--- config.mk ---
export PLATFORM = sky130hd
export DESIGN_NAME = dcc_comparators
export DESIGN_NICKNAME = d
export VERILOG_FILES = /design/src/core/dcc_pkg.sv /design/src/core/dcc_comparators.sv
export SDC_FILE = /design/constraint.sdc
export NUM_CORES = 1
export LEC_CHECK = 0
export BUFFER_PORTS_ARGS = -buffer_cell sky130_fd_sc_hd__buf_2
export CAP_MARGIN = 0
export CORE_MARGIN = 10
export CORE_UTILIZATION = 40
export CTS_CLUSTER_DIAMETER = 50
export CTS_CLUSTER_SIZE = 24
export DETAILED_ROUTE_END_ITERATION = 12
export GPL_ROUTABILITY_DRIVEN = 0
export GPL_TIMING_DRIVEN = 0
export HOLD_SLACK_MARGIN = 0.05
export PLACE_DENSITY = 0.75
export SLEW_MARGIN = 0
export SYNTH_ARGS = -nofsm -noshare
export SYNTH_HDL_FRONTEND = slang
export SYNTH_SLANG_ARGS = --single-unit
--- constraint.sdc ---
create_clock -name clk -period 2.2 [get_ports clk]
set_input_delay 0.44 -clock clk [delete_from_list [all_inputs] [get_ports clk]]
set_output_delay 0.44 -clock clk [all_outputs]
set_load 0.02 [all_outputs]
--- src/core/dcc_pkg.sv ---
package dcc_pkg;

	// special-function register addresses, index 0 is the first comparator
	localparam logic [1:0][7:0] DCC_CTRL_ADDR  = {8'h9A, 8'h9B};
	localparam logic [1:0][7:0] DCC_MODE_ADDR  = {8'h9C, 8'h9D};
	localparam logic [1:0][7:0] DCC_INSEL_ADDR = {8'h9E, 8'h9F};

	// comparator_control_reg fields
	localparam int DCC_EN_BIT     = 7;
	localparam int DCC_OUT_BIT    = 6;
	localparam int DCC_RIF_BIT    = 5;
	localparam int DCC_FIF_BIT    = 4;
	localparam int DCC_HYP_LSB    = 2;
	localparam int DCC_HYN_LSB    = 0;

	// comparator_mode_reg fields
	localparam int DCC_RIE_BIT    = 5;
	localparam int DCC_FIE_BIT    = 4;
	localparam int DCC_RMODE_LSB  = 0;

	// input select register fields
	localparam int DCC_NSEL_LSB   = 4;
	localparam int DCC_PSEL_LSB   = 0;

	// hysteresis amount per field setting
	typedef enum logic [1:0] {
		DCC_HYST_0MV  = 2'h0,
		DCC_HYST_5MV  = 2'h1,
		DCC_HYST_10MV = 2'h2,
		DCC_HYST_20MV = 2'h3
	} dcc_hyst_e;

	// response time, mode 0 fastest, mode 3 lowest power
	typedef enum logic [1:0] {
		DCC_RESP_MODE0 = 2'h0,
		DCC_RESP_MODE1 = 2'h1,
		DCC_RESP_MODE2 = 2'h2,
		DCC_RESP_MODE3 = 2'h3
	} dcc_resp_e;

	// values after reset
	localparam logic      DCC_EN_RST    = 1'h0;
	localparam dcc_hyst_e DCC_HYST_RST  = DCC_HYST_0MV;
	localparam dcc_resp_e DCC_RESP_RST  = DCC_RESP_MODE2;
	localparam logic [3:0] DCC_SEL_RST  = 4'hF;
	localparam logic [7:0] DCC_RDATA_RST = 8'h00;

	localparam int DCC_NUM_CMP   = 2;

endpackage

--- src/core/dcc_comparators.sv ---
`timescale 1ns/1ps
// Notes on behaviour
// - enabled raw output high when plus exceeds minus
// - disabled comparator output held low
// - raw output synchronised to form latched output
// - latched output readable, feeds interrupts, pin
// - raw output unclocked, to wakeup logic, pin
// - separate rising and falling edge flags
// - flags set regardless of interrupt enables
// - flags stay set until software clears
// - separate rise and fall interrupt enables
// - request needs flag, source and global enable
// - four response time modes per comparator
// - disabled comparator enters low power shutdown
// - positive hysteresis delays rising output
// - negative hysteresis delays falling output
// - two hysteresis fields, 20/10/5/0 mV
// - enable bit one to use, zero disables
// - input selects set by software per side
// - latched outputs routed to capture timers
// - input select registers at fixed addresses
module dcc_comparators (
	input  wire logic                       clk,
	input  wire logic                       reset,
	input  wire logic [7:0]                 sfr_addr,
	input  wire logic                       sfr_wr,
	input  wire logic                       sfr_rd,
	input  wire logic [7:0]                 sfr_wdata,
	output logic      [7:0]                 sfr_rdata,
	input  wire logic [1:0]                 compare_in,
	input  wire logic                       global_irq_enable,
	input  wire logic [1:0]                 irq_source_enable,
	output logic      [1:0]                 comparator_irq,
	output logic      [1:0]                 raw_output,
	output logic      [1:0]                 latched_output,
	output logic                            capture_timer_a_in,
	output logic                            capture_timer_b_in,
	output logic      [1:0]                 comparator_enable,
	output dcc_pkg::dcc_hyst_e [1:0]        pos_hysteresis_field,
	output dcc_pkg::dcc_hyst_e [1:0]        neg_hysteresis_field,
	output dcc_pkg::dcc_resp_e [1:0]        response_mode,
	output logic      [1:0][3:0]            positive_input_select,
	output logic      [1:0][3:0]            negative_input_select
);
	import dcc_pkg::*;

	typedef struct packed {
		logic [1:0]            en;
		dcc_hyst_e [1:0]       hyp;
		dcc_hyst_e [1:0]       hyn;
		dcc_resp_e [1:0]       rmode;
		logic [1:0]            rie;
		logic [1:0]            fie;
		logic [1:0][3:0]       psel;
		logic [1:0][3:0]       nsel;
		logic [1:0]            rif;
		logic [1:0]            fif;
		logic [1:0]            sync1;
		logic [1:0]            sync2;
		logic [1:0]            prev;
		logic [1:0]            irq;
		logic [7:0]            rdata;
	} dcc_state_s;

	dcc_state_s state_reg;
	dcc_state_s state_next;
	logic [1:0] rise_det;
	logic [1:0] fall_det;
	logic [1:0] wr_ctrl;
	logic [1:0] wr_mode;
	logic [1:0] wr_insel;

	// no clock in this path so wakeup works clock-stopped
	assign raw_output = compare_in & state_reg.en;

	assign rise_det = state_reg.sync2 & ~state_reg.prev;
	assign fall_det = ~state_reg.sync2 & state_reg.prev;

	always_comb begin
		for (int i = 0; i < DCC_NUM_CMP; i++) begin
			wr_ctrl[i]  = sfr_wr && (sfr_addr == DCC_CTRL_ADDR[i]);
			wr_mode[i]  = sfr_wr && (sfr_addr == DCC_MODE_ADDR[i]);
			wr_insel[i] = sfr_wr && (sfr_addr == DCC_INSEL_ADDR[i]);
		end
	end

	always_comb begin
		state_next       = state_reg;
		state_next.rdata = 8'h00;
		for (int i = 0; i < DCC_NUM_CMP; i++) begin
			// synchronise raw output to system clock
			// two stages, first read only by second
			state_next.sync1[i] = raw_output[i];
			state_next.sync2[i] = state_reg.sync1[i];
			state_next.prev[i]  = state_reg.sync2[i];

			if (wr_ctrl[i]) begin
				state_next.en[i]  = sfr_wdata[DCC_EN_BIT];
				state_next.hyp[i] =
					dcc_hyst_e'(sfr_wdata[DCC_HYP_LSB +: 2]);
				state_next.hyn[i] =
					dcc_hyst_e'(sfr_wdata[DCC_HYN_LSB +: 2]);
			end

			// only a write of zero clears; a same-cycle edge wins
			if (wr_ctrl[i]) begin
				state_next.rif[i] = sfr_wdata[DCC_RIF_BIT] | rise_det[i];
				state_next.fif[i] = sfr_wdata[DCC_FIF_BIT] | fall_det[i];
			end else begin
				state_next.rif[i] = state_reg.rif[i] | rise_det[i];
				state_next.fif[i] = state_reg.fif[i] | fall_det[i];
			end

			if (wr_mode[i]) begin
				state_next.rie[i]   = sfr_wdata[DCC_RIE_BIT];
				state_next.fie[i]   = sfr_wdata[DCC_FIE_BIT];
				state_next.rmode[i] =
					dcc_resp_e'(sfr_wdata[DCC_RMODE_LSB +: 2]);
			end

			// input selects, each side on its own
			if (wr_insel[i]) begin
				state_next.psel[i] = sfr_wdata[DCC_PSEL_LSB +: 4];
				state_next.nsel[i] = sfr_wdata[DCC_NSEL_LSB +: 4];
			end

			// flag gated by own enable, source and global
			state_next.irq[i] =
				((state_reg.rif[i] & state_reg.rie[i]) |
				 (state_reg.fif[i] & state_reg.fie[i])) &
				irq_source_enable[i] & global_irq_enable;

			// latched output readable in control register
			if (sfr_rd && sfr_addr == DCC_CTRL_ADDR[i]) begin
				state_next.rdata = {state_reg.en[i], state_reg.sync2[i],
					state_reg.rif[i], state_reg.fif[i],
					state_reg.hyp[i], state_reg.hyn[i]};
			end
			if (sfr_rd && sfr_addr == DCC_MODE_ADDR[i]) begin
				state_next.rdata = {2'h0, state_reg.rie[i],
					state_reg.fie[i], 2'h0, state_reg.rmode[i]};
			end
			if (sfr_rd && sfr_addr == DCC_INSEL_ADDR[i]) begin
				state_next.rdata = {state_reg.nsel[i],
					state_reg.psel[i]};
			end
		end
	end

	always_ff @(posedge clk or posedge reset) begin
		if (reset) begin
			state_reg.en    <= {2{DCC_EN_RST}};
			state_reg.hyp   <= '{default: DCC_HYST_RST};
			state_reg.hyn   <= '{default: DCC_HYST_RST};
			state_reg.rmode <= '{default: DCC_RESP_RST};
			state_reg.rie   <= 2'h0;
			state_reg.fie   <= 2'h0;
			state_reg.psel  <= {2{DCC_SEL_RST}};
			state_reg.nsel  <= {2{DCC_SEL_RST}};
			state_reg.rif   <= 2'h0;
			state_reg.fif   <= 2'h0;
			state_reg.sync1 <= 2'h0;
			state_reg.sync2 <= 2'h0;
			state_reg.prev  <= 2'h0;
			state_reg.irq   <= 2'h0;
			state_reg.rdata <= DCC_RDATA_RST;
		end else begin
			state_reg <= state_next;
		end
	end

	assign sfr_rdata             = state_reg.rdata;
	assign comparator_irq        = state_reg.irq;
	assign latched_output        = state_reg.sync2;
	// latched outputs to the capture timers
	assign capture_timer_a_in    = state_reg.sync2[0];
	assign capture_timer_b_in    = state_reg.sync2[1];
	// enable low powers the analog stage down
	assign comparator_enable     = state_reg.en;
	assign pos_hysteresis_field  = state_reg.hyp;
	assign neg_hysteresis_field  = state_reg.hyn;
	assign response_mode         = state_reg.rmode;
	assign positive_input_select = state_reg.psel;
	assign negative_input_select = state_reg.nsel;
endmodule

==> results of run 1 <==
[how the worst max path moves through the flow]
stage / to / start / cells past startpoint / slack, ns
global placement: pos_hysteresis_field[1] / reset / 2 / -0.16
global route: state_reg[19] / sfr_addr[5] / 7 / 0.40
detailed placement: positive_input_select[4] / sfr_addr[5] / 6 / 0.11
CTS: positive_input_select[6] / sfr_addr[5] / 6 / 0.45
floorplan: comparator_enable[0] / sfr_addr[5] / 5 / 0.45
finish: negative_input_select[7] / sfr_addr[5] / 6 / 0.44
[metal layers]
metal / vias to the layer above / global-route usage [%] / routed length, um
li1: 914 / - / -
met1: 921 / 14.5 / 2600
met2: 54 / 20.8 / 3150
met3: 11 / 4.78 / 490
met4: 2 / 3.53 / 73
met5: - / 0 / 14
[metrics by stage]
step                      utilization, %  power (mW)
after CTS                           49.3        1.94
after global placement              47.6        1.35
after floorplan                        -        1.27
after global routing                49.3        2.00
after detailed placement            47.9        1.37
final                               49.3        1.91
[kinds of logic after synthesis]
| group | count (synthesis) | synth area share (%) |
|---|---|---|
| buffers and inverters | 56 | 13.9 |
| multiplexers | 41 | 18.1 |
| flip-flops | 54 | 49.5 |
| AO/OA/AOI/OAI | 22 | 5.41 |
| AND/OR/NAND/NOR | 60 | 13.1 |
[cells in the mapped netlist (all sizes together)]
master,n,area [um2]
or3,3,28.8
mux2,33,372
buf,48,357
nor3,4,52.6
clkbuf,3,11.3
and3b,1,8.76
o21ai,12,60.1
nor2,8,35.0
a32oi,4,35.0
dfstp,18,473
nand2b,3,26.3
a22oi,2,15.0
nor2b,13,81.3
nor3b,1,12.5
and2,2,12.5
a32o,4,40.0
mux2i,4,40.0
inv,5,18.8
mux4,4,90.1
nand3,6,35.0
dfrtp,36,901
nand2,19,71.3
[power by group through the flow]
| stage | registers [mW] | logic (mW) | clock network (mW) |
|---|---|---|---|
| 3_3_place_gp | 1.09 | 0.264 | 0 |
| 3_5_place_dp | 1.09 | 0.276 | 0 |
| 2_1_floorplan | 1.08 | 0.185 | 0 |
| 4_1_cts | 1.07 | 0.276 | 0.590 |
| 5_1_grt | 1.08 | 0.299 | 0.628 |
| 6_report | 1.07 | 0.271 | 0.569 |
[cells in the final DEF, fill, tap and decap left out, types with 3 or more instances in the layout]
cell / synthesis / layout
buf_4: 44 / 44
o21ai_0: 12 / 12
nor2b_1: 13 / 13
nor2_1: 6 / 6
mux2_2: 33 / 33
mux2i_1: 4 / 4
nand2_1: 19 / 19
a32o_1: 4 / 4
nand3_1: 5 / 5
mux4_2: 4 / 4
inv_1: 5 / 4
clkbuf_1: 3 / 3
clkbuf_8: 0 / 6
dfstp_2: 18 / 18
dfrtp_1: 36 / 36
buf_2: 3 / 71
a32oi_1: 4 / 4
[layout make-up]
| cell class | count | area [um2] | share of cell area [%] |
|---|---|---|---|
| Buffer | 51 | 368 | 11.0 |
| Clock buffer | 6 | 82.6 | 2.48 |
| Clock inverter | 2 | 12.5 | 0.376 |
| Inverter | 5 | 18.8 | 0.563 |
| Multi-Input combinational cell | 123 | 1020 | 30.5 |
| Sequential cell | 54 | 1370 | 41.2 |
| Tap cell | 80 | 100 | 3.00 |
| Timing Repair Buffer | 69 | 360 | 10.8 |
==> flow_summary_export.csv, run 1 <==
group,metric,value,unit
run_status,run_status,"completed",
clock_network,clock_tree.buffer_depth,2,
cells_and_area,layout-area-overhead-vs-synth,20.0,%
power,switching_share,25.5,%
cells_and_area,largest_register_ffs,10,
cells_and_area,final_design_area_no_fill,0.00333,mm2
clock_network,htree_num_levels,2,
worst_setup_path,cp_max_delay_cell,"nor2_2",
worst_setup_path,critical_path.endpoint_type,"flip-flop",
flow_run,cap_viol_max_count,0,
floorplan,dieArea,0.0107,mm2
sta,fmaxAchievable,568,MHz
clock_network,later_pin_clock_latency_in_the_skew_report,0.31,ns
min_path,hold_path.class,"input port to asynchronous set/reset pin",
drt,num_vias,1902,
worst_setup_path,critical_path_fanout_max,8,
cells_and_area,n_antenna_cell,0,
worst_setup_path,regToRegStartpoint,"neg_hysteresis_field[1]",
placement,preCtsSetupSlack,0.112,ns
sta,max_slew.worst_pin.slew,0.554,ns
floorplan,die_y,103,um
clock_network,clock-root-buffer,"clkbuf_8",
placement,dp_hpwl,4990,um
drt,drt_first_iter_violations,62,
global_route,grtUsageTotal,12.4,%
placement,placement.cell_area,0.00324,mm2
floorplan,top_level_ports,71,
worst_setup_path,critPathLaunchType,"input port",
placement,placed_cells,382,
worst_setup_path,critical_path_required,2.44,ns
worst_setup_path,cpPeakStageDelay,0.49,ns
sta,maxSlewHeadroom,63.0,%
cells_and_area,fin_nets,334,
power,share_seq_of_total_power,56.0,%
sta,unrepaired_setup_endpoints_after_global_routing,"false",
power,irDropWorstVdd,0.000359,V
power,comb_power_share,14.2,%
cells_and_area,post_route_non_filler_standard_cell_count,390,
synthesis,syn_inst,233,
sta,final_sum_of_negative_setup_slack,0,ns
worst_setup_path,path_cells,"buf_2, nand2b_4, nor3_2, nand3_2, nor2_2, mux2_2",
sta,setup_viol,0,
global_route,grt_first_pass_wirelength,10400,um
power,switching_power_of_the_nets,488,uW
worst_setup_path,rr_endpoint,"sfr_rdata[1]",
worst_setup_path,timing.reg2reg.setup_slack,0.96,ns
synthesis,yosys_register_bits,54,
clock_network,post_cts_resized,0,
clock_network,clkTransAtPathRegs,0.10,ns
power,power.share.clock,29.8,%
drt,drc_violations_left,0,
drt,dr.pass1.iters,4,
worst_setup_path,critical_path.n_buffers_inverters,1,
power,power-per-cell-area,574,mW/mm2
synthesis,synth.avg_cell_area,11.9,um2
synthesis,synth_seq_area_share,49.5,%
power,internal-power,1.42,mW
floorplan,core_area,0.00676,mm2
sta,clock_skew,0.0116,ns
clock_network,cts_inserted_buffers,5,
sta,final-hold-violation-count,0,
floorplan,fp.dieW,103,um
sta,timing.final.crit_period,1.76,ns
floorplan,row_count,30,
clock_network,cts_tree,"yes",
global_route,grt_antenna_before_repair,1,
sta,post-route-period-util,80.0,%
worst_setup_path,crit_arrival,2.00,ns
worst_setup_path,worst-setup-path-type,"input port to flip-flop",
worst_setup_path,ff2ff_path_depth,5,
synthesis,syn-cell-area,0.00278,mm2
drt,route.detailed.wl_per_inst,16.2,um
global_route,grt_remaining_overflow,0,
synthesis,synth_fp_nets,258,
clock_network,cts_sinks,54,
sta,timing.hold.ws,0.152,ns
worst_setup_path,crit_family,"simple AND/OR/NAND/NOR gates",
drt,routed_via_density,4.88,
global_route,grt_pass1_vias,2102,
floorplan,start_util,41.1,%
power,power.leakage,1.70,nW
global_route,grt_start_max_net_pins,33,
clock_network,cts_post_setup_buffers_inserted,0,
cells_and_area,n_fill_cell,643,
sta,timing.final.ws_setup,0.440,ns
synthesis,yosysWarningCount,0,
placement,port_buffers,68,
drt,drt_wl_total,6330,um
sta,timing.final.max_slew_violations,0,
synthesis,synth_cell_type_count,29,
cells_and_area,post_route_cells_drive_above_1_share,61.9,%
drt,drtAntennaViolNets,0,
clock_network,cts_hold_buffers,0,
(Power assumes the default switching activity.)
==> run 2, diff against run 1 <==
==> constraint.sdc (replaced) <==
create_clock -name clk -period 1.7 [get_ports clk]
set_input_delay 0.34 -clock clk [delete_from_list [all_inputs] [get_ports clk]]
set_output_delay 0.34 -clock clk [all_outputs]
set_load 0.02 [all_outputs]
==> run 2 against run 1 <==
- via count is 0.16% higher
- flip-flop and latch count stayed put
- cell count stayed put
- design area stayed put
- clock skew is 0.00054 ns lower
- hold slack worse by 0.099 ns
- largest power group unchanged
- critical path type unchanged
==> flow_summary_export.csv, run 2 (synthesized netlist as in run 1, its figures left out) <==
group,metric,value,unit
sta,final-hold-violation-count,0,
worst_setup_path,path_cells,"buf_2, nand2b_4, nor3_2, nand3_2, nor2_2, mux2_2",
clock_network,clock-root-buffer,"clkbuf_8",
drt,dr.pass1.iters,4,
sta,fmaxAchievable,605,MHz
sta,timing.final.max_slew_violations,0,
worst_setup_path,critical_path_required,1.94,ns
global_route,grt_start_max_net_pins,33,
power,power-per-cell-area,742,mW/mm2
cells_and_area,layout-area-overhead-vs-synth,20.0,%
drt,drt_first_iter_violations,49,
clock_network,later_pin_clock_latency_in_the_skew_report,0.31,ns
clock_network,htree_num_levels,2,
clock_network,cts_sinks,54,
sta,timing.final.crit_period,1.65,ns
placement,port_buffers,68,
sta,unrepaired_setup_endpoints_after_global_routing,"false",
floorplan,top_level_ports,71,
cells_and_area,layout.cells.most_common_list,"buf_2, buf_4, dfrtp_1",
global_route,grt_antenna_before_repair,1,
cells_and_area,multi_input_comb_area,0.00102,mm2
run_status,run_status,"completed",
sta,timing.hold.ws,0.0532,ns
floorplan,die_y,103,um
cells_and_area,post_route_cells_drive_above_1_share,61.9,%
floorplan,start_util,41.1,%
clock_network,clock_tree.buffer_depth,2,
cells_and_area,fin_nets,334,
min_path,hold_path.class,"input port to asynchronous set/reset pin",
clock_network,clkTransAtPathRegs,0.10,ns
sta,clock_skew,0.0110,ns
cells_and_area,post_route_non_filler_standard_cell_count,390,
clock_network,cts_hold_buffers,0,
placement,placed_cells,382,
worst_setup_path,cp_max_delay_cell,"nor2_2",
clock_network,post_cts_resized,0,
cells_and_area,most_common_cell_after_layout_fill_and_taps_aside,"buf_2",
worst_setup_path,worst-setup-path-type,"input port to flip-flop",
placement,dp_hpwl,4990,um
flow_run,cap_viol_max_count,0,
drt,route.detailed.wl_per_inst,16.3,um
drt,routed_via_density,4.88,
clock_network,cts_post_setup_buffers_inserted,0,
cells_and_area,n_antenna_cell,0,
floorplan,row_count,30,
clock_network,cts_tree,"yes",
cells_and_area,sequential_cell_area,0.00137,mm2
worst_setup_path,crit_arrival,1.89,ns
sta,max_slew.worst_pin.slew,0.556,ns
global_route,grt_first_pass_wirelength,10400,um
global_route,grt_remaining_overflow,0,
worst_setup_path,critical_path.endpoint_type,"flip-flop",
floorplan,fp.dieW,103,um
power,irDropWorstVdd,0.000465,V
drt,drt_wl_total,6350,um
worst_setup_path,critical_path_fanout_max,8,
global_route,grt_pass1_vias,2102,
cells_and_area,n_fill_cell,643,
drt,num_vias,1905,
cells_and_area,largest_register_ffs,10,
drt,drtAntennaViolNets,0,
worst_setup_path,cpPeakStageDelay,0.49,ns
floorplan,core_area,0.00676,mm2
clock_network,cts_inserted_buffers,5,
sta,setup_viol,0,
sta,post-route-period-util,97.2,%
drt,drc_violations_left,0,
sta,maxSlewHeadroom,62.9,%
worst_setup_path,critPathLaunchType,"input port",
power,power.leakage,1.70,nW
floorplan,dieArea,0.0107,mm2
global_route,grtUsageTotal,12.4,%
run 2: layer usage:
layer | wire length, um | GRT usage, % | part of all wire [%] | vias up
li1 | - | - | - | 912
met1 | 2600 | 14.5 | 41 | 921
met2 | 3170 | 20.8 | 50 | 59
met3 | 497 | 4.78 | 7.8 | 11
met4 | 72 | 3.53 | 1.1 | 2
met5 | 14 | 0 | 0.22 | -
run 2: power by group:
group          internal (mW)  leakage [nW]  switching [mW]  total [mW]
Sequential              1.35         0.665          0.0375        1.39
Combinational          0.165         0.984           0.186       0.350
Clock                  0.328        0.0472           0.409       0.737
run 2: area by class of cell:
class | instances | area share [%]
inverters | 5 | 0.563
clock buffers | 6 | 2.48
repair buffers | 69 | 10.8
multi-input cells | 123 | 30.5
well taps | 80 | 3.00
clock inverters | 2 | 0.376
plain buffers | 51 | 11.0
flip-flops and latches | 54 | 41.2
run 2: metrics by stage:
step                      setup slack, ns  utilization [%]  TNS [ns]  power, mW  cell area (um2)
after floorplan                    0.0457                -         0       1.64             2780
after global placement             -0.562             47.6    -28.54       1.75             3220
final                              0.0479             49.3         0       2.47             3330
after CTS                          0.0470             49.3         0       2.51             3330
after global routing              0.00135             49.3         0       2.59             3330
after detailed placement           -0.288             47.9     -7.49       1.77             3240
run 2: final timing paths:
| check | from | to | slack (ns) | depth (start not counted) |
|---|---|---|---|---|
| max in group asynchronous | reset | negative_input_select[3] | 1.02 | 3 |
| min in group clk | irq_source_enable[0] | comparator_irq[0] | 0.24 | 3 |
| worst max register to register | neg_hysteresis_field[1] | sfr_rdata[1] | 0.46 | 5 |
| worst min register to register | state_next[13] | latched_output[1] | 0.35 | 0 |
| worst min-delay path | reset | sfr_rdata[5] | 0.05 | 2 |
| worst max-delay path | sfr_addr[5] | negative_input_select[7] | 0.05 | 6 |
run 2: critical path: cells and delay by family:
| family | cells | cell delay, ns |
|---|---|---|
| buffers and inverters | 1 | 0.10 |
| multiplexers | 1 | 0.40 |
| AND/OR/NAND/NOR | 4 | 1.05 |
==> run 3, diff against run 2 <==
--- a/config.mk
+++ b/config.mk
@@ -8,14 +8,14 @@
 export BUFFER_PORTS_ARGS = -buffer_cell sky130_fd_sc_hd__buf_2
 export CAP_MARGIN = 0
 export CORE_MARGIN = 10
-export CORE_UTILIZATION = 40
+export CORE_UTILIZATION = 53
 export CTS_CLUSTER_DIAMETER = 50
-export CTS_CLUSTER_SIZE = 24
+export CTS_CLUSTER_SIZE = 25
 export DETAILED_ROUTE_END_ITERATION = 12
 export GPL_ROUTABILITY_DRIVEN = 0
 export GPL_TIMING_DRIVEN = 0
 export HOLD_SLACK_MARGIN = 0.05
-export PLACE_DENSITY = 0.75
+export PLACE_DENSITY = 0.92
 export SLEW_MARGIN = 0
 export SYNTH_ARGS = -nofsm -noshare
 export SYNTH_HDL_FRONTEND = slang
==> run 3 against run 2 <==
- critical path type unchanged
- die area shrank 20%
- total power grew 4.4%
- routed wire length shrank 3.5%
- clock skew shrank 0.0073 ns
- global-route usage grew 2.1 points
- sequential power is essentially flat
- first-iteration DRC count grew 110%
- core utilization grew 16 points
==> flow_summary_export.csv, run 3 (synthesized netlist as in run 1, its figures left out) <==
group,metric,value,unit
worst_setup_path,critical_path.endpoint_type,"flip-flop",
sta,unrepaired_setup_endpoints_after_global_routing,"false",
drt,drt_wl_total,6130,um
clock_network,clkTransAtPathRegs,0.09,ns
clock_network,cts_post_setup_buffers_inserted,0,
worst_setup_path,ff2ff_path_depth,5,
placement,dp_hpwl,4780,um
global_route,grt_antenna_before_repair,0,
placement,port_buffers,68,
floorplan,fp.dieW,92.4,um
cells_and_area,layout.cells.most_common_list,"buf_2, buf_4, dfrtp_1",
power,finalPower,2.58,mW
flow_run,cap_viol_max_count,0,
worst_setup_path,critPathLaunchType,"input port",
sta,timing.final.crit_period,1.62,ns
worst_setup_path,critical_path_required,1.89,ns
cells_and_area,layout-area-overhead-vs-synth,20.0,%
cells_and_area,most_common_cell_after_layout_fill_and_taps_aside,"buf_2",
clock_network,cts_hold_buffers,0,
floorplan,die_y,92.4,um
sta,clock_skew,0.00375,ns
drt,routed_via_density,4.98,
clock_network,htree_num_levels,2,
power,irDropWorstVdd,0.000552,V
drt,route.detailed.wl_per_inst,16.1,um
global_route,grt_start_max_net_pins,34,
cells_and_area,n_antenna_cell,0,
clock_network,clock-root-buffer,"clkbuf_8",
run_status,run_status,"completed",
drt,num_vias,1893,
sta,timing.final.max_slew_violations,0,
cells_and_area,post_route_non_filler_standard_cell_count,380,
drt,drtAntennaViolNets,0,
drt,drc_violations_left,0,
clock_network,cts_sinks,54,
floorplan,dieArea,0.00853,mm2
sta,final-hold-violation-count,0,
cells_and_area,largest_register_ffs,10,
global_route,grt_remaining_overflow,0,
worst_setup_path,worst-setup-path-type,"input port to flip-flop",
power,power-per-cell-area,775,mW/mm2
global_route,grt_pass1_vias,2080,
worst_setup_path,rr_endpoint,"sfr_rdata[4]",
floorplan,row_count,26,
floorplan,start_util,54.4,%
worst_setup_path,regToRegStartpoint,"state_reg[16]",
sta,max_slew.worst_pin.slew,0.527,ns
power,power.leakage,1.70,nW
min_path,hold_path.class,"input port to asynchronous set/reset pin",
floorplan,top_level_ports,71,
clock_network,post_cts_resized,0,
cells_and_area,fin_nets,334,
worst_setup_path,critical_path_fanout_max,8,
worst_setup_path,crit_arrival,1.81,ns
clock_network,cts_inserted_buffers,5,
floorplan,core_area,0.00511,mm2
placement,placement.cell_area,0.00322,mm2
sta,maxSlewHeadroom,64.8,%
global_route,grt_first_pass_wirelength,10000,um
clock_network,later_pin_clock_latency_in_the_skew_report,0.31,ns
worst_setup_path,timing.reg2reg.setup_slack,0.42,ns
drt,drt_first_iter_violations,102,
drt,dr.pass1.iters,4,
sta,setup_viol,0,
clock_network,cts_tree,"yes",
cells_and_area,final_design_area_no_fill,0.00333,mm2
placement,placed_cells,372,
sta,fmaxAchievable,616,MHz
global_route,grtUsageTotal,14.5,%
cells_and_area,post_route_cells_drive_above_1_share,61.3,%
sta,post-route-period-util,95.4,%
clock_network,clock_tree.buffer_depth,2,
## run 3: area by class of cell
cell class	count	area, um2
flip-flops and latches	54	1370
inverters	5	18.8
clock inverters	1	30.0
fillers	409	1780
clock buffers	7	76.3
plain buffers	51	368
multi-input cells	123	1020
well taps	70	87.6
repair buffers	69	360
## run 3: critical path, stage by stage
cell and delay, ns:
buf_2 0.10, nand2b_4 0.13, or3_1 0.35, buf_6 0.16, nor3_4 0.39, mux2i_1 0.23, o21ai_0 0.11
## run 3: worst max-delay path by stage
stage	startpoint	end	slack, ns	depth (start not counted)
after global placement	reset	response_mode[0]	-0.52	2
after global routing	sfr_addr[5]	positive_input_select[4]	0.008	6
after floorplan	sfr_addr[5]	comparator_enable[0]	0.05	5
final	sfr_addr[5]	state_reg[19]	0.08	7
after detailed placement	sfr_addr[5]	state_reg[19]	-0.25	7
after CTS	sfr_addr[5]	positive_input_select[4]	0.08	6
## run 3: power by group
part	internal (mW)	total, mW	switching [mW]	leakage, nW
combinational	0.165	0.351	0.186	0.984
sequential	1.35	1.39	0.0391	0.665
clock	0.441	0.844	0.403	0.0524
## run 3: metrics by stage
stage          util [%]  TNS [ns]  setup slack [ns]  hold WS [ns]
3_3_place_gp       62.7    -24.96            -0.521         0.332
2_1_floorplan         -         0            0.0457         0.331
6_report           65.2         0            0.0775        0.0321
3_5_place_dp       63.1     -6.62            -0.247         0.337
5_1_grt            65.2         0           0.00755        0.0677
4_1_cts            65.2         0            0.0830        0.0508
## run 3: per-layer routing
layer	global-route usage (%)	wire length, um	up-vias
met2	25.4	3210	62
met4	5.01	48	0
met3	5.49	503	4
li1	-	-	904
met5	0	0	-
met1	15.8	2370	923
